File: src/dcfd_pkg.sv
package dcfd_pkg;

  // Channel count and code widths.
  localparam int CH_N   = 2;
  localparam int CODE_W = 12;
  localparam int ADDR_W = 8;

  // Register word indices; byte address is four times the index.
  localparam logic [3:0] IDX_VOUT     = 4'h0;
  localparam logic [3:0] IDX_MODE     = 4'h2;
  localparam logic [3:0] IDX_MHIGH    = 4'h4;
  localparam logic [3:0] IDX_MLOW     = 4'h6;
  localparam logic [3:0] IDX_DATA     = 4'h8;
  localparam logic [3:0] IDX_CCONFIG  = 4'ha;
  localparam logic [3:0] IDX_CHTRIG   = 4'hb;
  localparam logic [3:0] IDX_CTRIG    = 4'hc;
  localparam logic [3:0] IDX_STATUS   = 4'hd;
  localparam logic [3:0] IDX_STG_ADDR = 4'he;
  localparam logic [3:0] IDX_STG_DATA = 4'hf;

  // Field positions.
  localparam int CC_WIN_LATCH   = 0;
  localparam int CC_ROW_SEL     = 1;
  localparam int CC_GPIO_WIN    = 2;
  localparam int CT_FAULT_DUMP  = 0;
  localparam int CT_READ_ONE    = 1;
  localparam int ST_WIN_LSB     = 0;
  localparam int ST_CMP_LSB     = 2;
  localparam int ST_BUSY        = 4;
  localparam int DATA_CODE_LSB  = 4;
  localparam int DATA_HI_LSB    = 8;
  localparam int ROW_HI_LSB     = 24;
  localparam int ROW_LO_LSB     = 0;
  localparam int HALF_W         = 16;

  // Writable bits of each stored word; reset value of all is zero.
  localparam logic [31:0] WMASK [16] = '{
    32'h0000_001f, 32'h0000_001f, 32'h0000_0003, 32'h0000_0003,
    32'h0000_0fff, 32'h0000_0fff, 32'h0000_0fff, 32'h0000_0fff,
    32'h0000_ffff, 32'h0000_ffff, 32'h0000_0007, 32'h0000_0000,
    32'h0000_0000, 32'h0000_0000, 32'h0000_ffff, 32'h0000_0000};

  localparam logic [CODE_W-1:0] CODE_FULL   = 12'hfff;
  localparam logic [CODE_W-1:0] CODE_ZERO   = 12'h000;
  localparam logic [15:0]       STG_LO_ADDR = 16'h009d;
  localparam logic [15:0]       STG_HI_ADDR = 16'h009e;
  localparam logic [1:0]        RESP_OKAY   = 2'h0;
  localparam logic [1:0]        RESP_SLVERR = 2'h2;

  // Nonvolatile write cycle time and its cycle count at 50 MHz.
  localparam int CLK_NS        = 20;
  localparam int NV_WRITE_NS   = 10000;
  localparam int NV_WRITE_CYC  = (NV_WRITE_NS + CLK_NS - 1) / CLK_NS;
  localparam int CNT_W         = 10;
  localparam logic [CNT_W-1:0] NV_WRITE_LAST = CNT_W'(NV_WRITE_CYC - 1);

  typedef enum logic [1:0] {
    CMP_NORMAL  = 2'h0,
    CMP_HYST    = 2'h1,
    CMP_WINDOW  = 2'h2,
    CMP_INVALID = 2'h3
  } cmp_mode_t;

  typedef enum logic {NV_IDLE, NV_DUMP} nv_state_t;

  // Per-channel output and input configuration word.
  typedef struct packed {
    logic fb_hiz_disable;
    logic cmp_invert_enable;
    logic cmp_open_drain_sel;
    logic cmp_pin_out_enable;
    logic cmp_enable;
  } vout_cfg_t;

endpackage

File: src/dac_comparator_fault_dump_ctrl.sv
// What this block does
// - Comparator runs only when cmp_enable is set.
// - Pin driven only when output enable set.
// - Open-drain select picks open-drain, else push-pull.
// - Invert enable inverts the pin value.
// - Feedback input high-impedance unless disable bit set.
// - Mode 00 normal, 01 hysteresis, 10 window.
// - Hysteresis uses margin-high and margin-low thresholds.
// - Full or zero threshold makes hysteresis latching.
// - Flag-reset write releases latched output: high if margin-high is full, else low.
// - Latched reset acts only between the thresholds.
// - Window result shown in window status bits.
// - Window latch enable holds status until reset.
// - Window reset acts only inside the window.
// - Window status not on pin; readable, GPIO option.
// - Fault dump stores status and data upper bytes.
// - Row one holds status byte in top byte.
// - Row select picks row one or row two.
// - Read trigger copies row to staging, self-clears.
//
// Added by the designer: the address map and the AXI4-Lite register port.
`timescale 1ns/1ps
`default_nettype none

module dac_comparator_fault_dump_ctrl (
  input  wire logic                             aclk,
  input  wire logic                             aresetn,
  input  wire logic [dcfd_pkg::ADDR_W-1:0]      s_axi_awaddr,
  input  wire logic                             s_axi_awvalid,
  output var  logic                             s_axi_awready,
  input  wire logic [31:0]                      s_axi_wdata,
  input  wire logic [3:0]                       s_axi_wstrb,
  input  wire logic                             s_axi_wvalid,
  output var  logic                             s_axi_wready,
  output var  logic [1:0]                       s_axi_bresp,
  output var  logic                             s_axi_bvalid,
  input  wire logic                             s_axi_bready,
  input  wire logic [dcfd_pkg::ADDR_W-1:0]      s_axi_araddr,
  input  wire logic                             s_axi_arvalid,
  output var  logic                             s_axi_arready,
  output var  logic [31:0]                      s_axi_rdata,
  output var  logic [1:0]                       s_axi_rresp,
  output var  logic                             s_axi_rvalid,
  input  wire logic                             s_axi_rready,
  input  wire logic [1:0][dcfd_pkg::CODE_W-1:0] feedback_input,
  output var  logic [1:0]                       cmp_pin_out,
  output var  logic [1:0]                       cmp_pin_oe,
  output var  logic [1:0]                       fb_hiz_off,
  input  wire logic                             gpio_in,
  output var  logic                             gpio_out,
  output var  logic                             gpio_oe
);

  logic [31:0]                  cfg [16];
  logic                         aw_have;
  logic                         w_have;
  logic [dcfd_pkg::ADDR_W-1:0]  aw_addr;
  logic [31:0]                  w_data;
  logic [3:0]                   w_strb;
  logic [31:0]                  w_mask;
  logic [31:0]                  w_bits;
  logic                         wr_fire;
  logic                         wr_bad;
  logic [3:0]                   wr_idx;
  logic [31:0]                  rd_word;
  logic                         rd_bad;
  logic [3:0]                   rd_idx;
  logic [dcfd_pkg::CODE_W-1:0]  fb_s1 [dcfd_pkg::CH_N];
  logic [dcfd_pkg::CODE_W-1:0]  fb_s2 [dcfd_pkg::CH_N];
  logic                         cmp_res [dcfd_pkg::CH_N];
  logic                         win_bit [dcfd_pkg::CH_N];
  logic [1:0]                   flag_rst;
  logic [7:0]                   status_byte;
  logic                         gp_s1;
  logic                         gp_s2;
  logic                         gp_s3;
  logic                         gp_fall;
  logic                         gpio_win_route;
  logic                         dump_req;
  logic                         read_one_req;
  dcfd_pkg::nv_state_t          nv_state;
  logic [dcfd_pkg::CNT_W-1:0]   nv_cnt;
  logic [31:0]                  nv_row [2];
  logic [15:0]                  stage_lo;
  logic [15:0]                  stage_hi;

  // Write address channel: accept one address, hold it until the response.
  always_ff @(posedge aclk) begin
    if (!aresetn) begin
      s_axi_awready <= 1'b0;
      aw_have       <= 1'b0;
      aw_addr       <= '0;
    end else begin
      s_axi_awready <= s_axi_awvalid & ~s_axi_awready & ~aw_have
                       & ~s_axi_bvalid;
      if (s_axi_awvalid && s_axi_awready) begin
        aw_have <= 1'b1;
        aw_addr <= s_axi_awaddr;
      end else if (wr_fire) begin
        aw_have <= 1'b0;
      end
    end
  end

  // Write data channel, taken independently of the address.
  always_ff @(posedge aclk) begin
    if (!aresetn) begin
      s_axi_wready <= 1'b0;
      w_have       <= 1'b0;
      w_data       <= '0;
      w_strb       <= '0;
    end else begin
      s_axi_wready <= s_axi_wvalid & ~s_axi_wready & ~w_have
                      & ~s_axi_bvalid;
      if (s_axi_wvalid && s_axi_wready) begin
        w_have <= 1'b1;
        w_data <= s_axi_wdata;
        w_strb <= s_axi_wstrb;
      end else if (wr_fire) begin
        w_have <= 1'b0;
      end
    end
  end

  // Decode of the held write; byte strobes build the lane mask.
  always_comb begin
    wr_fire = aw_have & w_have & ~s_axi_bvalid;
    wr_bad  = |aw_addr[dcfd_pkg::ADDR_W-1:6];
    wr_idx  = aw_addr[5:2];
    for (int b = 0; b < 4; b++) begin
      w_mask[8*b +: 8] = {8{w_strb[b]}};
    end
    w_bits  = w_data & w_mask;
  end

  // Write response; an address beyond the map answers with SLVERR.
  always_ff @(posedge aclk) begin
    if (!aresetn) begin
      s_axi_bvalid <= 1'b0;
      s_axi_bresp  <= dcfd_pkg::RESP_OKAY;
    end else if (wr_fire) begin
      s_axi_bvalid <= 1'b1;
      s_axi_bresp  <= wr_bad ? dcfd_pkg::RESP_SLVERR
                             : dcfd_pkg::RESP_OKAY;
    end else if (s_axi_bready) begin
      s_axi_bvalid <= 1'b0;
    end
  end

  // Stored configuration words; only writable bits ever change.
  always_ff @(posedge aclk) begin
    if (!aresetn) begin
      for (int i = 0; i < 16; i++) begin
        cfg[i] <= '0;
      end
    end else if (wr_fire && !wr_bad) begin
      cfg[wr_idx] <= (cfg[wr_idx] & ~(w_mask & dcfd_pkg::WMASK[wr_idx]))
                     | (w_bits & dcfd_pkg::WMASK[wr_idx]);
    end
  end

  // Trigger bits act as one-cycle pulses and are never stored.
  always_comb begin
    flag_rst = 2'h0;
    dump_req = gp_fall & ~gpio_win_route;
    read_one_req = 1'b0;
    if (wr_fire && !wr_bad && wr_idx == dcfd_pkg::IDX_CHTRIG) begin
      flag_rst = w_bits[1:0];
    end
    if (wr_fire && !wr_bad && wr_idx == dcfd_pkg::IDX_CTRIG) begin
      dump_req = dump_req | w_bits[dcfd_pkg::CT_FAULT_DUMP];
      read_one_req = w_bits[dcfd_pkg::CT_READ_ONE];
    end
  end

  assign gpio_win_route = cfg[dcfd_pkg::IDX_CCONFIG][dcfd_pkg::CC_GPIO_WIN];

  // Read address channel: one read at a time.
  always_ff @(posedge aclk) begin
    if (!aresetn) begin
      s_axi_arready <= 1'b0;
    end else begin
      s_axi_arready <= s_axi_arvalid & ~s_axi_arready & ~s_axi_rvalid;
    end
  end

  // Read word selection for the requested index.
  always_comb begin
    rd_bad  = |s_axi_araddr[dcfd_pkg::ADDR_W-1:6];
    rd_idx  = s_axi_araddr[5:2];
    rd_word = cfg[rd_idx];
    unique case (rd_idx)
      dcfd_pkg::IDX_STATUS: begin
        rd_word = {24'h00_0000, status_byte};
      end
      dcfd_pkg::IDX_CTRIG: begin
        rd_word = 32'h0000_0000;
        rd_word[dcfd_pkg::CT_FAULT_DUMP] = (nv_state == dcfd_pkg::NV_DUMP);
      end
      dcfd_pkg::IDX_STG_DATA: begin
        rd_word = 32'h0000_0000;
        if (cfg[dcfd_pkg::IDX_STG_ADDR][15:0] == dcfd_pkg::STG_LO_ADDR) begin
          rd_word[15:0] = stage_lo;
        end else if (cfg[dcfd_pkg::IDX_STG_ADDR][15:0]
                     == dcfd_pkg::STG_HI_ADDR) begin
          rd_word[15:0] = stage_hi;
        end
      end
      default: begin
        rd_word = cfg[rd_idx];
      end
    endcase
  end

  // Read data channel holds its word until the master takes it.
  always_ff @(posedge aclk) begin
    if (!aresetn) begin
      s_axi_rvalid <= 1'b0;
      s_axi_rdata  <= '0;
      s_axi_rresp  <= dcfd_pkg::RESP_OKAY;
    end else if (s_axi_arvalid && s_axi_arready) begin
      s_axi_rvalid <= 1'b1;
      s_axi_rdata  <= rd_bad ? 32'h0000_0000 : rd_word;
      s_axi_rresp  <= rd_bad ? dcfd_pkg::RESP_SLVERR
                             : dcfd_pkg::RESP_OKAY;
    end else if (s_axi_rready) begin
      s_axi_rvalid <= 1'b0;
    end
  end

  // The general-purpose pin comes from outside; two flops, then an edge.
  always_ff @(posedge aclk) begin
    if (!aresetn) begin
      gp_s1 <= 1'b1;
      gp_s2 <= 1'b1;
      gp_s3 <= 1'b1;
    end else begin
      gp_s1 <= gpio_in;
      gp_s2 <= gp_s1;
      gp_s3 <= gp_s2;
    end
  end

  assign gp_fall = gp_s3 & ~gp_s2;

  // Per-channel comparator, window flag and pin driver.
  for (genvar ch = 0; ch < dcfd_pkg::CH_N; ch++) begin : g_ch
    dcfd_pkg::vout_cfg_t          vc;
    dcfd_pkg::cmp_mode_t          md;
    logic [dcfd_pkg::CODE_W-1:0]  mh;
    logic [dcfd_pkg::CODE_W-1:0]  ml;
    logic [dcfd_pkg::CODE_W-1:0]  thr;
    logic [dcfd_pkg::CODE_W-1:0]  fb;
    logic                         between;
    logic                         latching;
    logic                         pin_val;

    assign vc = dcfd_pkg::vout_cfg_t'(
                cfg[dcfd_pkg::IDX_VOUT + 4'(ch)][4:0]);
    assign md = dcfd_pkg::cmp_mode_t'(
                cfg[dcfd_pkg::IDX_MODE + 4'(ch)][1:0]);
    assign mh = cfg[dcfd_pkg::IDX_MHIGH + 4'(ch)][dcfd_pkg::CODE_W-1:0];
    assign ml = cfg[dcfd_pkg::IDX_MLOW + 4'(ch)][dcfd_pkg::CODE_W-1:0];
    assign thr = cfg[dcfd_pkg::IDX_DATA + 4'(ch)]
                    [dcfd_pkg::DATA_CODE_LSB +: dcfd_pkg::CODE_W];
    assign fb = fb_s2[ch];
    assign between = (fb >= ml) && (fb <= mh);
    assign latching = (mh == dcfd_pkg::CODE_FULL)
                      || (ml == dcfd_pkg::CODE_ZERO);
    assign pin_val = cmp_res[ch] ^ vc.cmp_invert_enable;

    // The input code comes from the converter; two flops before use.
    always_ff @(posedge aclk) begin
      if (!aresetn) begin
        fb_s1[ch] <= '0;
        fb_s2[ch] <= '0;
      end else begin
        fb_s1[ch] <= feedback_input[ch];
        fb_s2[ch] <= fb_s1[ch];
      end
    end

    // Comparator result for normal and hysteresis modes.
    always_ff @(posedge aclk) begin
      if (!aresetn) begin
        cmp_res[ch] <= 1'b0;
      end else if (!vc.cmp_enable) begin
        cmp_res[ch] <= 1'b0;
      end else begin
        unique case (md)
          dcfd_pkg::CMP_NORMAL: begin
            cmp_res[ch] <= fb > thr;
          end
          dcfd_pkg::CMP_HYST: begin
            if (!latching) begin
              if (fb > mh) begin
                cmp_res[ch] <= 1'b1;
              end else if (fb < ml) begin
                cmp_res[ch] <= 1'b0;
              end
            end else if (flag_rst[ch] && between) begin
              cmp_res[ch] <= (mh == dcfd_pkg::CODE_FULL);
            end else if (mh == dcfd_pkg::CODE_FULL && fb < ml) begin
              cmp_res[ch] <= 1'b0;
            end else if (ml == dcfd_pkg::CODE_ZERO && fb > mh) begin
              cmp_res[ch] <= 1'b1;
            end
          end
          dcfd_pkg::CMP_WINDOW, dcfd_pkg::CMP_INVALID: begin
            cmp_res[ch] <= 1'b0;
          end
        endcase
      end
    end

    // Window flag: set outside the bounds; in window mode with the comparator on, cleared only from inside.
    always_ff @(posedge aclk) begin
      if (!aresetn) begin
        win_bit[ch] <= 1'b0;
      end else if (!vc.cmp_enable || md != dcfd_pkg::CMP_WINDOW) begin
        win_bit[ch] <= 1'b0;
      end else if (!between) begin
        win_bit[ch] <= 1'b1;
      end else if (!cfg[dcfd_pkg::IDX_CCONFIG][dcfd_pkg::CC_WIN_LATCH]) begin
        win_bit[ch] <= 1'b0;
      end else if (flag_rst[ch]) begin
        win_bit[ch] <= 1'b0;
      end
    end

    // Pin driver: off, push-pull or open-drain (drives low only).
    always_ff @(posedge aclk) begin
      if (!aresetn) begin
        cmp_pin_out[ch] <= 1'b0;
        cmp_pin_oe[ch]  <= 1'b0;
        fb_hiz_off[ch]  <= 1'b0;
      end else begin
        fb_hiz_off[ch] <= vc.fb_hiz_disable;
        if (!(vc.cmp_enable && vc.cmp_pin_out_enable)) begin
          cmp_pin_out[ch] <= 1'b0;
          cmp_pin_oe[ch]  <= 1'b0;
        end else if (vc.cmp_open_drain_sel) begin
          cmp_pin_out[ch] <= 1'b0;
          cmp_pin_oe[ch]  <= ~pin_val;
        end else begin
          cmp_pin_out[ch] <= pin_val;
          cmp_pin_oe[ch]  <= 1'b1;
        end
      end
    end
  end

  // Status byte: window flags, comparator results and dump busy.
  always_comb begin
    status_byte = 8'h00;
    for (int c = 0; c < dcfd_pkg::CH_N; c++) begin
      status_byte[dcfd_pkg::ST_WIN_LSB + c] = win_bit[c];
      status_byte[dcfd_pkg::ST_CMP_LSB + c] = cmp_res[c];
    end
    status_byte[dcfd_pkg::ST_BUSY] = (nv_state == dcfd_pkg::NV_DUMP);
  end

  // Open-drain window alarm on the general-purpose pin when routed.
  always_ff @(posedge aclk) begin
    if (!aresetn) begin
      gpio_out <= 1'b0;
      gpio_oe  <= 1'b0;
    end else begin
      gpio_out <= 1'b0;
      gpio_oe  <= gpio_win_route & (win_bit[0] | win_bit[1]);
    end
  end

  // Dump sequencer: rows are written at the end of the write cycle.
  always_ff @(posedge aclk) begin
    if (!aresetn) begin
      nv_state <= dcfd_pkg::NV_IDLE;
      nv_cnt   <= '0;
    end else begin
      unique case (nv_state)
        dcfd_pkg::NV_IDLE: begin
          nv_cnt <= '0;
          if (dump_req) begin
            nv_state <= dcfd_pkg::NV_DUMP;
          end
        end
        dcfd_pkg::NV_DUMP: begin
          if (nv_cnt == dcfd_pkg::NV_WRITE_LAST) begin
            nv_state <= dcfd_pkg::NV_IDLE;
          end else begin
            nv_cnt <= nv_cnt + 1'b1;
          end
        end
      endcase
    end
  end

  // Nonvolatile rows; unused bits stay zero.
  always_ff @(posedge aclk) begin
    if (!aresetn) begin
      nv_row[0] <= '0;
      nv_row[1] <= '0;
    end else if (nv_state == dcfd_pkg::NV_DUMP
                 && nv_cnt == dcfd_pkg::NV_WRITE_LAST) begin
      nv_row[0] <= '0;
      nv_row[0][dcfd_pkg::ROW_HI_LSB +: 8] <= status_byte;
      nv_row[1] <= '0;
      nv_row[1][dcfd_pkg::ROW_HI_LSB +: 8] <=
        cfg[dcfd_pkg::IDX_DATA + 4'h1][dcfd_pkg::DATA_HI_LSB +: 8];
      nv_row[1][dcfd_pkg::ROW_LO_LSB +: 8] <=
        cfg[dcfd_pkg::IDX_DATA][dcfd_pkg::DATA_HI_LSB +: 8];
    end
  end

  // Single-row read copies the selected row into the staging halves.
  always_ff @(posedge aclk) begin
    if (!aresetn) begin
      stage_lo <= '0;
      stage_hi <= '0;
    end else if (read_one_req && nv_state == dcfd_pkg::NV_IDLE) begin
      stage_lo <= nv_row[cfg[dcfd_pkg::IDX_CCONFIG][dcfd_pkg::CC_ROW_SEL]]
                  [0 +: dcfd_pkg::HALF_W];
      stage_hi <= nv_row[cfg[dcfd_pkg::IDX_CCONFIG][dcfd_pkg::CC_ROW_SEL]]
                  [dcfd_pkg::HALF_W +: dcfd_pkg::HALF_W];
    end
  end

endmodule

`default_nettype wire

File: config.mk
export PLATFORM = sky130hd
export DESIGN_NAME = dac_comparator_fault_dump_ctrl
export DESIGN_NICKNAME = d
export VERILOG_FILES = /design/src/dcfd_pkg.sv /design/src/dac_comparator_fault_dump_ctrl.sv
export SDC_FILE = /design/constraint.sdc
export NUM_CORES = 1
export LEC_CHECK = 0
export ABC_CLOCK_PERIOD_IN_PS = 4200
export BUFFER_PORTS_ARGS = -buffer_cell sky130_fd_sc_hd__buf_2
export CAP_MARGIN = 10
export CORE_MARGIN = 3
export CORE_UTILIZATION = 25
export DETAILED_ROUTE_END_ITERATION = 10
export GPL_ROUTABILITY_DRIVEN = 0
export HOLD_SLACK_MARGIN = 0.08
export PLACE_DENSITY = 0.37
export SETUP_SLACK_MARGIN = 0.02
export SYNTH_ARGS = -nofsm -noshare
export SYNTH_HDL_FRONTEND = slang
export SYNTH_SLANG_ARGS = --single-unit
File: constraint.sdc
create_clock -name aclk -period 4.2 [get_ports aclk]
set_input_delay 0.42 -clock aclk [delete_from_list [all_inputs] [get_ports aclk]]
set_output_delay 0.42 -clock aclk [all_outputs]
set_load 0.02 [all_outputs]
# After elaboration in Yosys (flattened, before gate mapping)
# Memories as Yosys holds them, arrays and structs flattened. A register that Yosys moved wholly into a read port is not among the register bits.
# Index checks and enable logic that the tools add are counted.
dict set report op_classes {
  addsub 1
  magnitude_cmp 11
  eq_ne 19
  n_mux 196
  bitwise_logic 72
  reduce_logical 43
}
# cell count
set op_table {}
lappend op_table {{1-bit two-way mux} 171}
lappend op_table {{32-bit AND} 4}
lappend op_table {{32-bit two-way mux} 4}
lappend op_table {{32-bit one-hot mux with 3 select lines} 1}
lappend op_table {{16-bit two-way mux} 4}
lappend op_table {{12-bit > comparator} 4}
lappend op_table {{12-bit two-way mux} 4}
lappend op_table {{1-bit bitwise OR} 35}
lappend op_table {{16-bit by 8-bit equality test with 1-bit output (second input constant)} 2}
lappend op_table {{32-bit inverter} 1}
lappend op_table {{32-bit bitwise OR} 1}
lappend op_table {{32-bit OR reduction} 1}
lappend op_table {{12-bit equality test (second input constant)} 2}
lappend op_table {{12-bit greater-or-equal comparator} 2}
lappend op_table {{12-bit <= comparator} 2}
lappend op_table {{12-bit zero test} 2}
lappend op_table {{12-bit < comparator} 2}
lappend op_table {{8-bit two-way mux} 3}
lappend op_table {{4-bit equality test (second input constant)} 5}
lappend op_table {{10-bit one-hot mux with 2 select lines} 1}
lappend op_table {{1-bit logical AND} 18}
lappend op_table {{1-bit inverter} 15}
lappend op_table {{1-bit AND} 13}
lappend op_table {{4-bit two-way mux} 3}
lappend op_table {{other kinds (18)} 42}
dict set report word_totals {
  regBits 140
  ramBits 596
  rom_bits 512
  inputBits 84
  out_inout_bits 49
  wordCells 376
  n_memories 7
}
# memory words word_bits rd rd_ports_with_merged_regs wr line_no
set memory_table {}
lappend memory_table {{(no name shown)} 16 32 1 0 0 dac_comparator_fault_dump_ctrl.sv:158} ;# | (w_bits & dcfd_pkg::WMASK[wr_idx]);
lappend memory_table {cfg 16 32 14 1 16 dac_comparator_fault_dump_ctrl.sv:54} ;# logic [31:0] cfg [16];
lappend memory_table {nv_row 2 16 1 1 2 dac_comparator_fault_dump_ctrl.sv:83} ;# logic [31:0] nv_row [2];
lappend memory_table {fb_s1 2 12 2 0 2 dac_comparator_fault_dump_ctrl.sv:68} ;# logic [dcfd_pkg::CODE_W-1:0] fb_s1 [dcfd_pkg::CH_N];
lappend memory_table {fb_s2 2 12 2 0 2 dac_comparator_fault_dump_ctrl.sv:69} ;# logic [dcfd_pkg::CODE_W-1:0] fb_s2 [dcfd_pkg::CH_N];
lappend memory_table {cmp_res 2 1 2 0 2 dac_comparator_fault_dump_ctrl.sv:70} ;# logic cmp_res [dcfd_pkg::CH_N];
lappend memory_table {{+1 memories} - - - - - -}

# Longest topological paths before layout
dict set report logic_depth {
  depth_word 16
  depth_mapped 10
  mapped_depth_nobuf 9
}

# Least setup slack after synthesis
# Ideal clock, no wire load.
dict set report synth_path {
  path_kind {reg-to-reg}
  from {register nv_cnt[0] in the netlist's numbering}
  to {memory nv_row[0][10] in the netlist's numbering, enable pin}
  setup_time_ns 0.431
  arrival_time_ns 2.720
  required_time_ns 3.769
  path_slack_ns 1.049
  path_stages_with_launch 6
  n_path_buf 1
  period_less_slack_ns 3.151
  cell_sequence {dfxtp_1 ha_1 nor4b_1 nand2_1 clkbuf_1 o21ai_0}
}
# element line_no
set synth_lines {}
lappend synth_lines {{start, declared} dac_comparator_fault_dump_ctrl.sv:82} ;# logic [dcfd_pkg::CNT_W-1:0] nv_cnt;
lappend synth_lines {{start signal, assigned} dac_comparator_fault_dump_ctrl.sv:391} ;# nv_cnt <= nv_cnt + 1'b1;
lappend synth_lines {{end, declared} dac_comparator_fault_dump_ctrl.sv:83}

==> flow_summary.ini <==
[outcome]
status = finished clean

[detailed_routing]
drc = 0
drtIter0Drc = 1843
wl_per_cell_um = 28.6
vias_per_cell = 4.97
dr.pass1.iters = 5
routed_wl_mm = 130
ant_nets = 0
dr_total_vias = 22600

[yosys]
ys.warnings.count = 0
synth_xor_xnor_area_share_pct = 0.202
synth_area_leader_cell = edfxtp_1
synth_area_leaders = edfxtp_1 (46%), mux4_2 (20%), dfxtp_1 (9.0%), nor2_1 (5.6%), ha_1 (2.6%)
synthArstFlopShare_pct = 0
synth_seq_area_share_pct = 55.3
synth_top_flop_cell = edfxtp_1
synth_top_family_by_area = multiplexers
synthMuxAreaShare_pct = 21.9
synth_top_cell_area_share_pct = 46.3
yosysUniqueCellTypes = 63
synth_edf_count = 535
synth-compound-area-share_pct = 3.99
synth_area_um2 = 34700
ys_ff_latch = 691
avgSynthCellArea_um2 = 13.5
synth_fa_ha_area_share_pct = 2.63
synth_simple_gate_area_share_pct = 12.2
postSynthCellCount = 2566

[cts]
cts_buffers = 85
clock-root-buffer = clkbuf_16
cts_tree = yes
clk_pin_slew_worst_paths_ns = 0.06
cts_buffer_depth = 3
cts_num_sinks = 691
htree_num_levels = 3
cts.repair.resized = 0
insertion_delay_ns = 0.68

[final_layout]
instances_no_fill = 4558
nets = 2853
antennaDiodeCount = 0
drive_gt1_share_pct = 26.8
area_growth_pct = 17.8
final_cell_mix = edfxtp_1 (535), nor2_1 (515), mux4_2 (304)
final_common_cell = edfxtp_1

[worst_setup_path]
crit_start = s_axi_bvalid
critPathMaxFanout = 6
worst-setup-path-type = reg -> reg
r2r_cells = 7
cp-end-kind = flop
arrival_ns = 3.70
worstPathRequired_ns = 4.76
r2r-end = cmp_res[1]
start_kind = flop
r2r_slack_ns = 1.05
crit_end = cmp_res[1]
rr_startpoint = s_axi_bvalid

[sta]
timing.fmax_ghz = 0.318
report.final.slew_viol_count = 0
hold_ws_ns = 0.179
hold_viol_final = 0
fin_tns_setup_ns = 0
min_period_ns = 3.15
slew-limit-headroom_pct = 15.9
rsz0062_at_grt = no
finalCritPeriodShare_pct = 74.9
setup_viol_count_final = 0
worst_pin_slew_ns = 1.25
skew_ns = 0.0236

[place]
dp.cells = 4348
hpwl_mm = 81.2
io_buffers = 107

[floorplanning]
placementRows = 136
fp.dieW_um = 379
io_pins = 133
dieArea_um2 = 143000
die_h_um = 379
initial_core_util_pct = 25.2
core_area_um2 = 138000

[global_routing]
grt_pass1_wl_mm = 184
grt_max_degree = 79
grt_pass1_vias = 23700
antenna_found_initial = 1
overflow = 0
gr-usage-all-layers_pct = 18.2

[pwr]
ir_drop_v = 0.000271
power_density_nw_per_um2 = 412
p_leak_nw = 14.1

[run]
maxCapViolCount = 0

[min_path]
hold_class = in -> reg
[flip-flops by register name, summed over array words and instances (netlist names), 6 cells and up, named ones only]
name and cells:
nv_cnt 10, stage_lo 8, w_data 16, s_axi_rdata 32, aw_addr 6, fb_s2 24
stage_hi 8, cfg 512, fb_s1 24, nv_row 21
[layout make-up]
class / instances / area (um^2)
clock buffers: 121 / 2430
clock inverters: 34 / 402
fillers: 13700 / 96800
inverters: 79 / 297
multi-input cells: 1593 / 14300
flip-flops and latches: 691 / 19200
well taps: 1794 / 2240
repair buffers: 246 / 1990
[Yosys cell counts, types with 16 or more instances]
master and n:
o21ai_2 16, edfxtp_1 535, a22oi_1 20, a21boi_0 29
nor2b_1 35, nor3_1 32, inv_1 79, ha_1 73
nand3_1 29, nand4_1 23, mux2_2 17, and2_1 73
nor2_2 30, nor2_1 516, a21oi_1 40, buf_2 61
clkbuf_1 107, buf_4 17, o21ai_1 16, nand2_1 147
dfxtp_1 156, o21ai_0 20, mux4_2 304, a21o_1 16
mux2i_1 24
[worst min path at each step]
| stage | start | to | slack [ns] | cells after the start |
|---|---|---|---|---|
| after floorplan | gp_s1 | gp_s2 | 0.39 | 1 |
| after global placement | gp_s1 | gp_s2 | 0.41 | 1 |
| after detailed placement | gp_s1 | gp_s2 | 0.42 | 1 |
| after CTS | s_axi_wdata[3] | w_data[3] | 0.1 | 3 |
| after global routing | s_axi_wdata[3] | w_data[3] | 0.12 | 3 |
| final | s_axi_wdata[3] | w_data[3] | 0.18 | 3 |
[worst max-delay path, stage by stage, from the launching register on]
cell	delay (ns)
dfxtp_1	0.34
nand3b_1	0.23
or3_1	0.47
nor4_1	1.08
o21ai_0	0.36
nor3_1	0.27
a2bb2oi_1	0.20
o31ai_1	0.09
[metal layers]
metal	global-route usage [%]	part of all wire, %
met5	0	0
met4	5.18	2.9
met3	3.18	5.1
met2	31.5	50
met1	23.4	42
[where the power goes]
part / total [W] / switching (W) / internal, W
combinational: 0.00152 / 0.000894 / 0.000622
clock: 0.00761 / 0.00303 / 0.00457
sequential: 0.00774 / 0.000176 / 0.00756
total: 0.0169 / 0.00410 / 0.0128
[metrics by stage]
| step | total power [W] | cell area (um^2) | worst slack (ns) | util [%] |
|---|---|---|---|---|
| global route | 0.0175 | 40900 | 0.978 | 29.7 |
| global placement | 0.00936 | 37500 | 0.988 | 27.2 |
| floorplan | 0.00877 | 34700 | 1.05 | - |
| finish | 0.0169 | 40900 | 1.05 | 29.7 |
| detailed placement | 0.00938 | 37500 | 0.964 | 27.2 |
| CTS | 0.0171 | 40900 | 1.10 | 29.7 |
[cells by family after synthesis]
family	after synthesis
AOI/OAI and AO/OA	202
xor gates and xnor gates	8
adders and majority gates	73
buffers and inverters	284
DFF	691
muxes	361
other	1
and+or+nand+nor	946
[what timing repair did]
action | in CTS | in global routing
hold buffers | 55 | 0
buffers inserted | 0 | 0
endpoints found under the hold margin | 57 | 0
(Power assumes the default switching activity.)
